===== src/hw/fan_regs_pkg.sv =====
// constants for the per-fan tachometer target register slice
package fan_regs_pkg;
    localparam int          FAN_COUNT          = 5;
    localparam int          COUNT_W            = 13;
    localparam int          LOW_W              = 5;
    localparam int          LOW_POS            = 3;
    localparam int          HIGH_W             = 8;
    // fan one addresses, later fans follow at the stride
    localparam logic [7:0]  ADDR_FAIL_BAND_LOW = 8'h3a;
    localparam logic [7:0]  ADDR_GOAL_LOW      = 8'h3c;
    localparam logic [7:0]  ADDR_GOAL_HIGH     = 8'h3d;
    localparam logic [7:0]  ADDR_MEAS_HIGH     = 8'h3e;
    localparam logic [7:0]  ADDR_MEAS_LOW      = 8'h3f;
    localparam logic [7:0]  FAN_STRIDE         = 8'h10;
    localparam logic [7:0]  RESET_BYTE         = 8'h00;
    localparam logic [7:0]  UNMAPPED_READ      = 8'h00;
    localparam logic [7:0]  GOAL_OFF_HIGH      = 8'hff;
    // fail period choices, in update periods
    localparam logic [1:0]  FAIL_SEL_OFF       = 2'h0;
    localparam logic [6:0]  FAIL_PERIODS_16    = 7'h10;
    localparam logic [6:0]  FAIL_PERIODS_32    = 7'h20;
    localparam logic [6:0]  FAIL_PERIODS_64    = 7'h40;
endpackage


===== src/hw/fan_goal_slice.sv =====
// one fan's band, target and reading registers
`timescale 1ns/1ns
`default_nettype none
module fan_goal_slice (
    // clock and reset
    input  wire logic                                 clk,
    input  wire logic                                 rst,
    // host writes
    input  wire logic                                 wr_band_low,
    input  wire logic                                 wr_goal_low,
    input  wire logic                                 wr_goal_high,
    input  wire logic                                 wr_meas_high,
    input  wire logic                                 wr_meas_low,
    input  wire logic [7:0]                           wdata,
    // device side updates
    input  wire logic                                 alg_load,
    input  wire logic [fan_regs_pkg::COUNT_W-1:0]     alg_goal,
    input  wire logic                                 meas_load,
    input  wire logic [fan_regs_pkg::COUNT_W-1:0]     meas_count,
    // register contents
    output logic      [fan_regs_pkg::LOW_W-1:0]       band_low,
    output logic      [fan_regs_pkg::LOW_W-1:0]       stage_low,
    output logic      [fan_regs_pkg::COUNT_W-1:0]     goal,
    output logic      [fan_regs_pkg::COUNT_W-1:0]     meas
);
    logic [fan_regs_pkg::LOW_W-1:0]   band_low_r,  band_low_nxt;
    logic [fan_regs_pkg::LOW_W-1:0]   stage_low_r, stage_low_nxt;
    logic [fan_regs_pkg::COUNT_W-1:0] goal_r,      goal_nxt;
    logic [fan_regs_pkg::COUNT_W-1:0] meas_r,      meas_nxt;

    always_comb begin
        band_low_nxt  = band_low_r;
        stage_low_nxt = stage_low_r;
        goal_nxt      = goal_r;
        meas_nxt      = meas_r;
        if (wr_band_low) begin
            band_low_nxt = wdata[7:fan_regs_pkg::LOW_POS];
        end
        // low byte only stages; the active goal is untouched
        if (wr_goal_low) begin
            stage_low_nxt = wdata[7:fan_regs_pkg::LOW_POS];
        end
        if (alg_load) begin
            goal_nxt      = alg_goal;
            stage_low_nxt = alg_goal[fan_regs_pkg::LOW_W-1:0];
        end
        // host high write sets bits 12..5 over an algorithm update in the same cycle; bits 4..0 take the algorithm's value
        if (wr_goal_high) begin
            goal_nxt = {wdata, stage_low_nxt};
        end
        if (wr_meas_high) begin
            meas_nxt[fan_regs_pkg::COUNT_W-1:fan_regs_pkg::LOW_W] = wdata;
        end
        if (wr_meas_low) begin
            meas_nxt[fan_regs_pkg::LOW_W-1:0] = wdata[7:fan_regs_pkg::LOW_POS];
        end
        if (meas_load) begin
            meas_nxt = meas_count;
        end
    end

    always_ff @(posedge clk or posedge rst) begin
        if (rst) begin
            band_low_r  <= '0;
            stage_low_r <= '0;
            goal_r      <= '0;
            meas_r      <= '0;
        end else begin
            band_low_r  <= band_low_nxt;
            stage_low_r <= stage_low_nxt;
            goal_r      <= goal_nxt;
            meas_r      <= meas_nxt;
        end
    end

    assign band_low  = band_low_r;
    assign stage_low = stage_low_r;
    assign goal      = goal_r;
    assign meas      = meas_r;
endmodule
`default_nettype wire


===== src/hw/fan_tach_target_regs.sv =====
// register bank for fan targets, fail band and tach readings, with aging check
//
// How it works
// band low bits sit in bits 7..3
// each fan keeps a target count
// target reads return the active target
// target FFh forces the drive off
// leaving FFh starts a spin-up first
// low byte write alone changes nothing
// high byte write applies both bytes
// target high holds count bits 12..5
// target low holds bits 4..0, rest zero
// each fan presents its latest measurement; host writes to the reading bytes replace it until the next measurement lands
// reading high holds count bits 12..5
// five fans at 0x10 address stride
// full drive below goal flags aging fan
// reading low holds bits 4..0, rest zero
// host writes low byte before high
`timescale 1ns/1ns
`default_nettype none
module fan_tach_target_regs (
    // clock and reset
    input  wire logic                                            CORE_CLK,
    input  wire logic                                            RST,
    // register port behind the management bus
    input  wire logic [7:0]                                      REG_ADDR,
    input  wire logic                                            REG_WR,
    input  wire logic [7:0]                                      REG_WDATA,
    input  wire logic                                            REG_RD,
    output logic      [7:0]                                      REG_RDATA,
    output logic                                                 REG_RVALID,
    // speed loop side
    input  wire logic [fan_regs_pkg::FAN_COUNT-1:0]              ALG_ENABLE,
    input  wire logic [fan_regs_pkg::FAN_COUNT-1:0]              ALG_GOAL_LOAD,
    input  wire logic [fan_regs_pkg::FAN_COUNT-1:0][12:0]        ALG_GOAL,
    input  wire logic [fan_regs_pkg::FAN_COUNT-1:0]              UPDATE_TICK,
    input  wire logic [fan_regs_pkg::FAN_COUNT-1:0]              DRIVE_FULL,
    input  wire logic [fan_regs_pkg::FAN_COUNT-1:0][1:0]         FAIL_PERIOD_SELECT,
    input  wire logic [fan_regs_pkg::FAN_COUNT-1:0][7:0]         FAIL_BAND_HIGH,
    // tach measurement side
    input  wire logic [fan_regs_pkg::FAN_COUNT-1:0]              MEAS_LOAD,
    input  wire logic [fan_regs_pkg::FAN_COUNT-1:0][12:0]        MEAS_COUNT,
    // per fan results
    output logic      [fan_regs_pkg::FAN_COUNT-1:0][12:0]        SPEED_GOAL_COUNT,
    output logic      [fan_regs_pkg::FAN_COUNT-1:0]              DRIVE_FORCE_OFF,
    output logic      [fan_regs_pkg::FAN_COUNT-1:0]              SPINUP_START,
    output logic      [fan_regs_pkg::FAN_COUNT-1:0]              DRIVE_FAIL_EVENT
);
    localparam int N = fan_regs_pkg::FAN_COUNT;

    typedef enum {SEL_NONE, SEL_BAND_LOW, SEL_GOAL_LOW, SEL_GOAL_HIGH, SEL_MEAS_HIGH, SEL_MEAS_LOW} reg_sel_t;

    // fan index from the address page; out of range pages give N
    function automatic logic [2:0] fan_of(input logic [7:0] addr);
        logic [3:0] page;
        page = addr[7:4] - fan_regs_pkg::ADDR_GOAL_LOW[7:4];
        if (addr[7:4] < fan_regs_pkg::ADDR_GOAL_LOW[7:4] || page >= 4'(N)) begin
            return 3'(N);
        end
        return page[2:0];
    endfunction

    function automatic reg_sel_t sel_of(input logic [7:0] addr);
        reg_sel_t s;
        s = SEL_NONE;
        if (fan_of(addr) != 3'(N)) begin
            case (addr[3:0])
                fan_regs_pkg::ADDR_FAIL_BAND_LOW[3:0]: s = SEL_BAND_LOW;
                fan_regs_pkg::ADDR_GOAL_LOW[3:0]:      s = SEL_GOAL_LOW;
                fan_regs_pkg::ADDR_GOAL_HIGH[3:0]:     s = SEL_GOAL_HIGH;
                fan_regs_pkg::ADDR_MEAS_HIGH[3:0]:     s = SEL_MEAS_HIGH;
                fan_regs_pkg::ADDR_MEAS_LOW[3:0]:      s = SEL_MEAS_LOW;
                default:                               s = SEL_NONE;
            endcase
        end
        return s;
    endfunction

    function automatic logic [6:0] fail_limit(input logic [1:0] sel);
        case (sel)
            2'h1:    return fan_regs_pkg::FAIL_PERIODS_16;
            2'h2:    return fan_regs_pkg::FAIL_PERIODS_32;
            default: return fan_regs_pkg::FAIL_PERIODS_64;
        endcase
    endfunction

    logic [2:0] wr_fan;
    reg_sel_t   wr_sel;
    logic [2:0] rd_fan;
    reg_sel_t   rd_sel;

    assign wr_fan = fan_of(REG_ADDR);
    assign wr_sel = sel_of(REG_ADDR);
    assign rd_fan = wr_fan;
    assign rd_sel = wr_sel;

    logic [4:0]  band_low  [N];
    logic [12:0] goal      [N];
    logic [12:0] meas      [N];

    genvar g;
    generate
        for (g = 0; g < N; g++) begin : gen_fan
            logic hit;
            assign hit = REG_WR && (wr_fan == 3'(g));
            fan_goal_slice u_slice (
                .clk          (CORE_CLK),
                .rst          (RST),
                .wr_band_low  (hit && wr_sel == SEL_BAND_LOW),
                .wr_goal_low  (hit && wr_sel == SEL_GOAL_LOW),
                .wr_goal_high (hit && wr_sel == SEL_GOAL_HIGH),
                .wr_meas_high (hit && wr_sel == SEL_MEAS_HIGH),
                .wr_meas_low  (hit && wr_sel == SEL_MEAS_LOW),
                .wdata        (REG_WDATA),
                .alg_load     (ALG_GOAL_LOAD[g]),
                .alg_goal     (ALG_GOAL[g]),
                .meas_load    (MEAS_LOAD[g]),
                .meas_count   (MEAS_COUNT[g]),
                .band_low     (band_low[g]),
                .stage_low    (),
                .goal         (goal[g]),
                .meas         (meas[g])
            );
            assign SPEED_GOAL_COUNT[g] = goal[g];
        end
    endgenerate

    // read path: one cycle latency, data from a flip-flop
    logic [7:0] rdata_r, rdata_nxt;
    logic       rvalid_r, rvalid_nxt;

    always_comb begin
        rdata_nxt  = rdata_r;
        rvalid_nxt = REG_RD;
        if (REG_RD) begin
            rdata_nxt = fan_regs_pkg::UNMAPPED_READ;
            if (rd_fan != 3'(N)) begin
                case (rd_sel)
                    SEL_BAND_LOW:  rdata_nxt = {band_low[rd_fan], 3'h0};
                    SEL_GOAL_LOW:  rdata_nxt = {goal[rd_fan][4:0], 3'h0};
                    SEL_GOAL_HIGH: rdata_nxt = goal[rd_fan][12:5];
                    SEL_MEAS_HIGH: rdata_nxt = meas[rd_fan][12:5];
                    SEL_MEAS_LOW:  rdata_nxt = {meas[rd_fan][4:0], 3'h0};
                    default:       rdata_nxt = fan_regs_pkg::UNMAPPED_READ;
                endcase
            end
        end
    end

    always_ff @(posedge CORE_CLK or posedge RST) begin
        if (RST) begin
            rdata_r  <= fan_regs_pkg::RESET_BYTE;
            rvalid_r <= 1'b0;
        end else begin
            rdata_r  <= rdata_nxt;
            rvalid_r <= rvalid_nxt;
        end
    end

    assign REG_RDATA  = rdata_r;
    assign REG_RVALID = rvalid_r;

    // drive off, spin-up and aging detection per fan
    logic [N-1:0] off_r,  off_nxt;
    logic [N-1:0] spin_r, spin_nxt;
    logic [N-1:0] was_off_r, was_off_nxt;
    logic [N-1:0] fail_r, fail_nxt;
    logic [6:0]   fail_cnt_r [N];
    logic [6:0]   fail_cnt_nxt [N];

    always_comb begin
        for (int i = 0; i < N; i++) begin
            logic        at_off;
            logic [13:0] slow_edge;
            logic        slow;
            at_off          = (goal[i][12:5] == fan_regs_pkg::GOAL_OFF_HIGH);
            // tach counts are periods, so a larger count is a slower fan
            slow_edge       = {1'b0, goal[i]} + {1'b0, FAIL_BAND_HIGH[i], band_low[i]};
            slow            = {1'b0, meas[i]} > slow_edge;
            off_nxt[i]      = ALG_ENABLE[i] && at_off;
            was_off_nxt[i]  = at_off;
            spin_nxt[i]     = ALG_ENABLE[i] && was_off_r[i] && !at_off;
            fail_nxt[i]     = 1'b0;
            fail_cnt_nxt[i] = fail_cnt_r[i];
            // the band only matters at full drive under closed-loop control
            if (!ALG_ENABLE[i] || !DRIVE_FULL[i] || FAIL_PERIOD_SELECT[i] == fan_regs_pkg::FAIL_SEL_OFF || !slow) begin
                fail_cnt_nxt[i] = '0;
            end else if (UPDATE_TICK[i]) begin
                if (fail_cnt_r[i] == fail_limit(FAIL_PERIOD_SELECT[i])) begin
                    // saturate so the event fires once per slow stretch
                    fail_cnt_nxt[i] = fail_cnt_r[i] + 7'h1;
                    fail_nxt[i]     = 1'b1;
                end else if (fail_cnt_r[i] < fail_limit(FAIL_PERIOD_SELECT[i])) begin
                    fail_cnt_nxt[i] = fail_cnt_r[i] + 7'h1;
                end
            end
        end
    end

    always_ff @(posedge CORE_CLK or posedge RST) begin
        if (RST) begin
            off_r     <= '0;
            spin_r    <= '0;
            was_off_r <= '0;
            fail_r    <= '0;
            for (int i = 0; i < N; i++) begin
                fail_cnt_r[i] <= '0;
            end
        end else begin
            off_r     <= off_nxt;
            spin_r    <= spin_nxt;
            was_off_r <= was_off_nxt;
            fail_r    <= fail_nxt;
            for (int i = 0; i < N; i++) begin
                fail_cnt_r[i] <= fail_cnt_nxt[i];
            end
        end
    end

    assign DRIVE_FORCE_OFF  = off_r;
    assign SPINUP_START     = spin_r;
    assign DRIVE_FAIL_EVENT = fail_r;
endmodule
`default_nettype wire


===== config.mk =====
export PLATFORM = sky130hd
export DESIGN_NAME = fan_tach_target_regs
export DESIGN_NICKNAME = d
export VERILOG_FILES = /design/src/hw/fan_regs_pkg.sv /design/src/hw/fan_goal_slice.sv /design/src/hw/fan_tach_target_regs.sv
export SDC_FILE = /design/constraint.sdc
export NUM_CORES = 1
export LEC_CHECK = 0
export BUFFER_PORTS_ARGS = -buffer_cell sky130_fd_sc_hd__clkbuf_2
export CELL_PAD_IN_SITES_DETAIL_PLACEMENT = 0
export CELL_PAD_IN_SITES_GLOBAL_PLACEMENT = 1
export CORE_ASPECT_RATIO = 0.8
export CORE_MARGIN = 3
export CORE_UTILIZATION = 40
export DETAILED_ROUTE_END_ITERATION = 10
export PLACE_DENSITY = 0.82
export SYNTH_ARGS = -nofsm -noshare
export SYNTH_HDL_FRONTEND = slang
export SYNTH_SLANG_ARGS = --single-unit

===== constraint.sdc =====
create_clock -name CORE_CLK -period 10.7 [get_ports CORE_CLK]
set_input_delay 2.14 -clock CORE_CLK [delete_from_list [all_inputs] [get_ports CORE_CLK]]
set_output_delay 2.14 -clock CORE_CLK [all_outputs]
set_load 0.01 [all_outputs]

Word-level counts from Yosys, hierarchy flattened
Index checks and enable logic that the tools add are counted.
{"block": "totals", "elab_cells": 334, "reg_bits": 244, "output_inout_bits": 89, "inputBits": 225}
{"block": "op_classes", "eq_ne": 40, "n_lt_le_gt_ge": 13, "n_reduce_logical": 117, "muxes": 116, "bitwise": 1, "addsub": 11}
{"operator": "$mux W7", "count": 45}
{"operator": "$mux W13", "count": 19}
{"operator": "$eq A32 B3 Y1 const B", "count": 4}
{"operator": "$eq A32 B2 Y1 const B", "count": 3}
{"operator": "$mux W5", "count": 17}
{"operator": "$bmux W13 S3", "count": 2}
{"operator": "$add A13 B13 Y14", "count": 5}
{"operator": "$gt A13 B14 Y1", "count": 5}
{"operator": "$pmux W7 S2", "count": 5}
{"operator": "$eq A32 B4 Y1 const B", "count": 2}
{"operator": "$mux W8", "count": 6}
{"operator": "$logic_and A1 B1 Y1", "count": 45}
{"operator": "$eq A8 B8 Y1 const B", "count": 5}
{"operator": "$pmux W8 S5", "count": 1}
{"operator": "$reduce_bool A2 Y1", "count": 20}
{"operator": "$add A7 B1 Y7 const B", "count": 5}
{"operator": "$eq A7 B7 Y1", "count": 5}
{"operator": "$lt A7 B7 Y1", "count": 5}
{"operator": "$eq A32 B1 Y1 const B", "count": 1}
{"operator": "$eq A4 B4 Y1 const B", "count": 5}
{"operator": "$logic_not A1 Y1", "count": 20}
{"operator": "$logic_or A1 B1 Y1", "count": 16}
{"operator": "$mux W1", "count": 16}
{"operator": "$bmux W5 S3", "count": 1}
{"operator": "17 further kinds", "count": 40}

Longest topological paths before layout
Gate-level depths: netlist (run 1).
{"block": "depth", "depth_word": 14, "mapped_depth": 15, "ltp_nobuf": 15}

By module
A second synthesis (run 1) with hierarchy kept.
{"block": "unflattened", "cells_unflattened": 1874, "area_unflattened_um2": 17476.8}
{"module": "fan_tach_target_regs", "cells_each": 1149, "area_each_um2": 9293.9, "seq_area_each_um2": 1601.5, "n_inst": 1}
{"module": "fan_goal_slice", "cells_each": 145, "area_each_um2": 1636.6, "seq_area_each_um2": 900.9, "n_inst": 5}

Worst setup path after synthesis (run 1)
Ideal clock, no wire load.
{"block": "synth_timing", "path_kind": "input -> register", "start": "input REG_ADDR[4]", "end": "register gen_fan[4].u_slice.goal_r (netlist bit gen_fan[4].u_slice.goal[0])", "cell_stages": 11, "setup_time_ns": 0.125, "t_arrival_ns": 4.568, "slack_ns": 6.008, "n_path_buf": 2, "required_time_ns": 10.575, "path_cell_list": "clkbuf_1 -> inv_1 -> ha_1 -> nand2b_1 -> clkbuf_1 -> nor4_2 -> nand2_1 -> nor2_2 -> mux2i_1 -> o21ai_0 -> mux2_2"}
{"block": "synth_between", "elab_chain_cells": 12, "word_cells_on_any_way": 18, "classes_between": "add/sub: 1; order compare: 2; eq/ne: 4; mux: 6; reduce/logical: 5"}
{"item": "start, declared", "line": "fan_tach_target_regs.sv:26", "rtl": "input wire logic [7:0] REG_ADDR,"}
{"item": "$sub A4 B2 Y4", "line": "fan_tach_target_regs.sv:56", "rtl": "page = addr[7:4] - fan_regs_pkg::ADDR_GOAL_LOW[7:4];"}
{"item": "$ge A4 B3 Y1", "line": "fan_tach_target_regs.sv:57", "rtl": "if (addr[7:4] < fan_regs_pkg::ADDR_GOAL_LOW[7:4] || page >= 4'(N)) begin"}
{"item": "$logic_or A1 B1 Y1", "line": "fan_tach_target_regs.sv:57"}
{"item": "$mux W1", "line": "fan_tach_target_regs.sv:57"}
{"item": "$mux W3 *", "line": "fan_tach_target_regs.sv:60", "rtl": "return page[2:0];"}
{"item": "$ne A3 B3 Y1", "line": "fan_tach_target_regs.sv:66", "rtl": "if (fan_of(addr) != 3'(N)) begin"}
{"item": "$mux W3", "line": "fan_tach_target_regs.sv:66"}
{"item": "$eq A32 B3 Y1", "line": "fan_tach_target_regs.sv:110", "rtl": ".wr_goal_low (hit && wr_sel == SEL_GOAL_LOW),"}
{"item": "$logic_and A1 B1 Y1 *", "line": "fan_tach_target_regs.sv:110"}
{"item": "$mux W5 *", "line": "fan_goal_slice.sv:40", "rtl": "if (wr_goal_low) begin"}
{"item": "$mux W5 *", "line": "fan_goal_slice.sv:43", "rtl": "if (alg_load) begin"}
{"item": "named net gen_fan[4].u_slice.stage_low_nxt, one bit", "line": "fan_goal_slice.sv:27", "rtl": "logic [fan_regs_pkg::LOW_W-1:0] stage_low_r, stage_low_nxt;"}
{"item": "$mux W13 *", "line": "fan_goal_slice.sv:48", "rtl": "if (wr_goal_high) begin"}
{"item": "end signal, assigned", "line": "fan_goal_slice.sv:71", "rtl": "goal_r <= goal_nxt;"}
{"item": "end, declared", "line": "fan_goal_slice.sv:28", "rtl": "logic [fan_regs_pkg::COUNT_W-1:0] goal_r, goal_nxt;"}
The timed path passes the listed nets; every way through them passes the cells marked *.
A chain may end at the register's enable or synchronous reset.

Final worst setup path (run 1)
{"block": "layout_timing", "start": "input REG_ADDR[4]", "end": "register gen_fan[4].u_slice.goal_r (netlist bit gen_fan[4].u_slice.goal[0])"}
{"block": "layout_between", "elab_chain_cells": 12, "word_cells_on_any_way": 18, "classes_between": "add/sub: 1; order compare: 2; eq/ne: 4; mux: 6; reduce/logical: 5"}
{"item": "$sub A4 B2 Y4", "line": "fan_tach_target_regs.sv:56"}
{"item": "$ge A4 B3 Y1", "line": "fan_tach_target_regs.sv:57"}
{"item": "$logic_or A1 B1 Y1", "line": "fan_tach_target_regs.sv:57"}
{"item": "$mux W1", "line": "fan_tach_target_regs.sv:57"}
{"item": "$mux W3 *", "line": "fan_tach_target_regs.sv:60"}
{"item": "$ne A3 B3 Y1", "line": "fan_tach_target_regs.sv:66"}
{"item": "$mux W3", "line": "fan_tach_target_regs.sv:66"}
{"item": "$eq A32 B3 Y1", "line": "fan_tach_target_regs.sv:110"}
{"item": "$logic_and A1 B1 Y1", "line": "fan_tach_target_regs.sv:110"}
{"item": "$mux W5", "line": "fan_goal_slice.sv:40"}
{"item": "$mux W5", "line": "fan_goal_slice.sv:43"}
{"item": "$mux W13", "line": "fan_goal_slice.sv:48"}
Mark *: on every way between the ends. The rest lies on a longest branch, timed or not.

==> results of run 1 <==
==> area by class of cell <==
type | count | area share [%]
repair buffers | 326 | 8.139
clock inverters | 15 | 0.8016
diodes | 1 | 0.01224
multi-input cells | 1486 | 52.52
well taps | 552 | 3.378
flip-flops and latches | 244 | 29.86
inverters | 79 | 1.487
clock buffers | 35 | 3.806
==> cell usage in the layout (no fill, tap or decap), types with 6 or more instances in the layout <==
master	n
xor2_1	37
nor4_1	7
nand4_1	33
nor2_1	146
nor2b_1	32
a21o_1	33
a31oi_1	7
o2111ai_1	6
and3_1	12
nand2_1	210
o211a_1	7
and2_1	13
o21ai_1	7
xnor2_1	49
o221ai_1	17
dfrtp_1	244
mux2_2	49
nor3_1	37
a211oi_1	22
inv_1	78
o21a_1	7
clkinv_2	7
clkbuf_2	313
o21ai_0	161
ha_1	172
nor2_2	8
a21oi_1	74
or3_1	14
nand2b_1	7
buf_4	13
mux2i_1	159
o21bai_1	9
nand3_1	31
o22ai_1	8
o211ai_1	9
a2bb2oi_1	6
and3b_1	7
clkbuf_16	29
==> state kept, by name, summed over array words and instances (netlist names) <==
register	cells
gen_fan.u_slice.stage_low	25
REG_RVALID	1
REG_RDATA	8
fail_cnt_r	35
DRIVE_FAIL_EVENT	5
was_off_r	5
gen_fan.u_slice.goal	65
DRIVE_FORCE_OFF	5
gen_fan.u_slice.meas	65
SPINUP_START	5
gen_fan.u_slice.band_low	25
==> stage by stage <==
| step | hold slack (ns) | util [%] |
|---|---|---|
| 2_1_floorplan | 0.4488 | - |
| 3_3_place_gp | 0.4567 | 45.98 |
| 3_5_place_dp | 0.4663 | 45.98 |
| 4_1_cts | 0.4764 | 48.20 |
| 5_1_grt | 0.5050 | 48.20 |
| 6_report | 0.4798 | 48.20 |
==> power groups by stage <==
stage / logic [mW] / registers (mW) / clock network [mW]
after detailed placement: 0.708 / 1.11 / 0
after floorplan: 0.467 / 1.06 / 0
final: 0.717 / 1.10 / 0.995
after global routing: 0.797 / 1.10 / 1.05
after CTS: 0.712 / 1.10 / 1.01
after global placement: 0.687 / 1.11 / 0
==> worst max-delay path, cell delays in order <==
cell	delay [ns]
clkbuf_2	0.12
buf_4	0.61
inv_1	0.18
ha_1	0.35
buf_4	0.27
nand2b_1	0.54
nor4_4	0.30
buf_4	0.32
nand2_1	0.20
nor2_1	0.82
nor2_1	0.31
mux2_2	0.35
==> kinds of logic after synthesis <==
logic type / synth area share [%]
flops: 35.06
simple gates: 15.77
xor+xnor: 4.325
fa+ha+maj: 12.93
compound gates: 16.14
buf+inv: 3.334
mux: 12.44
==> path summary, 6_finish.rpt <==
kind | endpoint | slack, ns | cells past startpoint
max reg2reg | fail_cnt_r[33] | 6.70 | 14
min in group asynchronous | fail_cnt_r[34] | 1.74 | 2
min | SPINUP_START[2] | 0.48 | 2
min reg2reg | SPINUP_START[2] | 0.48 | 2
max in group asynchronous | gen_fan[3].u_slice.goal[12] | 7.46 | 3
max | gen_fan[4].u_slice.goal[0] | 4.57 | 12
==> per-layer routing <==
| metal | up-vias | GRT usage, % |
|---|---|---|
| met5 | - | 0 |
| met1 | 7755 | 38.83 |
| met3 | 115 | 6.658 |
| li1 | 7389 | - |
| met4 | 4 | 7.927 |
| met2 | 671 | 40.91 |
==> run metrics, run 1 <==
Max Clk Rate=0.1630 GHz; DRT Pass-1 Iters=5; Critical Path Fanout Max=just over 60; Logic pwr share=between 20% and 30%; sequential share of power=between 30% and 40%; Reg clk slew, reported paths=0.06 ns; Post-synth ARST share=between 90% and 100%; Post-DRT Antenna Nets=0; startpoint types=primary input; Slew HR=~25%; metal2 WL=27.60 mm; largest cells by area after synthesis=dfrtp_1 35%, ha_1 12%, mux2i_1 9.1%; clock sinks=244; Primary FF master, synth=dfrtp_1; top cell type by total area after synthesis=dfrtp_1; core area=between 40,000 and 50,000 um^2; vias per cell=a little under 6; gpl congestion=around 0.98; Wirelength per Cell=between 20 and 25 um; worst hold-check path type=reg2reg; Arr. time, crit path=6.57 ns; max-capacitance violation count=0; clk_lat worst skew=~0.56 ns; Final setup viols=0; synthesized flop and latch total=around 240; setup TNS=0 ns; Synth top cells by count=244 x dfrtp_1, 210 x nand2_1, 172 x ha_1; Cells after Synth=around 1,900; Area after DPL=slightly below 20,000 um^2; hold-fix buffers at CTS=0; Tot Pwr=around 2.8 mW; worst setup margin=between 4 and 5 ns; Post-route DRC=0; Int Pwr=1.871 mW; leakage=approximately 9.6 nW; cts repair resizes=0; Root Buffer=clkbuf_16; YS warnings=0; H-tree Lvls=1; WL met3=5.482 mm; TritonCTS Buffers=29; FP Rows=67; Area Overhead vs Synth=17.41%; RSZ-0062 raised after global routing=no; pre-CTS setup slack=between 4 and 5 ns; hold wc startpoint=was_off_r[2]; met1 wire length=between 20 and 30 mm; number of synthesized flops with an enable pin=0; Seq. cell area=~6100 um^2; share of cells above drive strength 1=between 20% and 30%; reg-to-reg startpoint=gen_fan[0].u_slice.goal[0]; Die X=roughly 240 um; fillers=just over 4,000; CTS tree=built; Syn Std Cell Area=about 17,000 um^2; number of port buffers=313; CP Launch Point=REG_ADDR[4]; largest net degree at the start of global routing=between 100 and 150; deepest clock path buffer count=3; antenna violations before repair=4; dpl cells=between 2,000 and 3,000; total grt overflow=0; io pins=around 310; via total after detailed routing=around 16,000; data required time at the worst endpoint=11.14 ns; clock power share=around 35%; top-area cell type share of the netlist area=about a third; final clock skew=0.01171 ns; post-DP HPWL=49.24 mm; die area=46,090 um^2; sequential area share after synthesis=between 30% and 40%; final hold vios=0; Peak VDD IR=108.6 uV; multi-input logic area=about 11,000 um^2; Psw=around 0.94 mW; Post-CTS Setup Repair Bufs=0; switching share of power=33.48%; most frequent cell after synthesis=dfrtp_1; Initial Util=about two fifths; vias in the first global route=15,510; fin crit share=57.33%; Non-Filler Instances=around 2,700; wirelength, routed=around 64 mm; max-slew violation count=0; GRT Total Usage=roughly 27%; Die H=about 190 um; Crit Path Category=in2reg; Post-Syn Area per Cell=9.278 um^2; Synth cell types=between 80 and 90; design area=roughly 20,000 um^2; Crit. End Element=flip-flop; global-route wire length before repair=roughly 95 mm; syn nets=~2,300; status=complete, no violations; pwr/cell area=between 100 and 150 nW/um^2; minimum clock period=6.134 ns; Slew @ Worst Pin=around 1.1 ns; Nets=about 2,600; Initial DRC Count=1,546; Max Used Layer=met5
Power figures use the tool's default switching activity.
==> run 2: changes to the inputs <==
==> constraint.sdc (replaced) <==
create_clock -name CORE_CLK -period 6.05 [get_ports CORE_CLK]
set_input_delay 1.21 -clock CORE_CLK [delete_from_list [all_inputs] [get_ports CORE_CLK]]
set_output_delay 1.21 -clock CORE_CLK [all_outputs]
set_load 0.01 [all_outputs]
==> run 2 against run 1 <==
Clock power grew 96%; final area grew 0.69%; die area did not move; wire length fell by 0.26%; combinational power up 76%; non-clock buffer count up 2; cell count increased by 0.11%; flip-flop and latch count stayed put; hold slack got worse by 0.0023 ns; clock skew grew 0.013 ns.
==> run metrics, run 2 (synthesis results as in run 1) <==
Post-route DRC=0; switching share of power=between 30% and 40%; total grt overflow=0; max-capacitance violation count=0; clk_lat worst skew=0.58 ns; multi-input logic area=~11,000 um^2; deepest clock path buffer count=3; Logic pwr share=approximately a quarter; Reg clk slew, reported paths=roughly 0.07 ns; number of port buffers=~310; H-tree Lvls=1; setup TNS=0 ns; Critical Path Fanout Max=51; capture point of the worst reg-to-reg path=fail_cnt_r[0]; fillers=about 4,000; Arr. time, crit path=slightly below 5 ns; Die H=approximately 190 um; GR Util met3=approximately 6.5%; n_diodes=0; hold wc startpoint=was_off_r[1]; DRT Pass-1 Iters=7; Hold EP=SPINUP_START[1]; final clock skew=0.02436 ns; met2 usage=41.88%; FP Rows=between 60 and 70; Slew HR=around 22%; GR Layer Usage met1=about two fifths; core area=about 42,000 um^2; crit-path leading delay family=simple AND/OR/NAND/NOR gates; WHS Path Cells=2; Die X=roughly 240 um; commonest non-fill, non-tap cell in the layout=clkbuf_2; status=complete, no violations; data required time at the worst endpoint=around 6.5 ns; Int Pwr=roughly 3.5 mW; Initial DRC Count=1,190; cts repair resizes=0; worst setup margin=between 1.5 and 2 ns; Seq. cell area=6106 um^2; reg-to-reg startpoint=gen_fan[4].u_slice.goal[0]; critical-path cell list=clkbuf_2 > buf_4 > and3b_1 > o21ai_2 > a31oi_1 > nand3_1 > nor2_2 > mux2i_1 > o21ai_0; Nets=~2,600; Slew @ Worst Pin=1.163 ns; CP max stage delay=just under 0.8 ns; RSZ-0062 raised after global routing=no; largest net degree at the start of global routing=144; worst hold-check path type=reg2reg; layer carrying the most global-route usage=met2; antenna violations before repair=5; critical path's slowest cell=nand3_1; via total after detailed routing=between 15,000 and 20,000; global-route wire length before repair=around 95 mm; hold-fix buffers at CTS=0; Area Overhead vs Synth=18.22%; startpoint types=primary input; fin crit share=between 70% and 80%; flop2flop setup slack=between 2 and 2.5 ns; Peak VDD IR=approximately 260 uV; Post-DRT Antenna Nets=0; Non-Filler Instances=roughly 2,700; leakage=just under 10 nW; pwr/cell area=approximately 250 nW/um^2; GRT Total Usage=27.23%; Min Hold Slack=roughly 0.48 ns; Post-CTS Setup Repair Bufs=0; Initial Util=about 41%; clock sinks=around 240; most frequent cells in the layout=313 x clkbuf_2, 244 x dfrtp_1, 210 x nand2_1, 172 x ha_1, 161 x o21ai_0; clock power share=between 30% and 40%; Crit Path Category=in2reg; sequential share of power=37.8%; vias per cell=5.751; share of cells above drive strength 1=between 20% and 30%; Crit. End Element=flip-flop; minimum clock period=~4.4 ns; Max Clk Rate=between 0.2 and 0.25 GHz; gpl congestion=0.9387; Wirelength per Cell=about 23 um; Worst Reg-to-Reg Cells=15; wirelength, routed=64.16 mm; max-slew violation count=0; Final setup viols=0; post-DP HPWL=49.28 mm; dpl cells=about 2,700; die area=between 40,000 and 50,000 um^2; Root Buffer=clkbuf_16; vias in the first global route=approximately 16,000; io pins=around 310; CTS tree=built; final hold vios=0; CP Buf/Inv Count=2; Psw=1.702 mW; pre-CTS setup slack=around 1.2 ns; TritonCTS Buffers=28
==> run 2: cell count changes in the layout (fill, tap and decap cells not counted) <==
cell and delta:
clkinv_4 +4, diode_2 -1, clkbuf_1 -3, clkbuf_8 +2, inv_8 -1, buf_12 +1, inv_6 +1, clkinvlp_4 -1
bufinv_16 +3, buf_4 +1, clkinv_2 -3
==> run 2: power groups by stage <==
| stage | sequential, mW | clock [mW] | combinational, mW |
|---|---|---|---|
| floorplan | 1.88 | 0 | 0.826 |
| global placement | 1.97 | 0 | 1.21 |
| detailed placement | 1.97 | 0 | 1.25 |
| CTS | 1.94 | 1.98 | 1.26 |
| global route | 1.96 | 2.06 | 1.41 |
| finish | 1.95 | 1.95 | 1.26 |
==> run 2: routing by layer <==
layer / routed length, um / vias up
met5: 69 / -
met4: 1705 / 10
met3: 5390 / 119
met2: 27680 / 595
met1: 29320 / 7659
li1: - / 7381
==> run 2: how the worst max path moves through the flow <==
| stage | startpoint | endpoint | slack, ns | depth (start not counted) |
|---|---|---|---|---|
| after floorplan | RST | DRIVE_FAIL_EVENT[0] | 1.64 | 1 |
| after global placement | REG_ADDR[4] | gen_fan[1].u_slice.meas[9] | 1.31 | 9 |
| after detailed placement | REG_ADDR[4] | gen_fan[1].u_slice.meas[10] | 1.17 | 9 |
| after CTS | REG_ADDR[4] | gen_fan[1].u_slice.meas[10] | 1.78 | 9 |
| after global routing | REG_ADDR[4] | gen_fan[1].u_slice.meas[10] | 1.42 | 9 |
| final | REG_ADDR[4] | gen_fan[1].u_slice.meas[10] | 1.66 | 9 |
==> run 2: area by class of cell <==
class / instances / area share (%)
Clock buffer: 34 / 3.859
Clock inverter: 18 / 1.301
Inverter: 79 / 1.459
Multi-Input combinational cell: 1486 / 52.15
Sequential cell: 244 / 29.66
Tap cell: 552 / 3.355
Timing Repair Buffer: 328 / 8.216
==> run 2: through the flow <==
step / utilization, % / area (um^2) / power [mW]
5_1_grt: 48.54 / 20590 / 5.423
2_1_floorplan: - / 17420 / 2.706
6_report: 48.54 / 20590 / 5.170
3_3_place_gp: 46.03 / 19530 / 3.183
3_5_place_dp: 46.03 / 19530 / 3.223
4_1_cts: 48.54 / 20590 / 5.187
==> run 2: worst reg2reg max path, delay by kind of cell (launching register included) <==
family | cells | cell delay (ns)
xor+xnor | 1 | 0.13
flops | 1 | 0.46
fa+ha+maj | 3 | 0.98
compound gates | 7 | 1.59
simple gates | 4 | 0.80
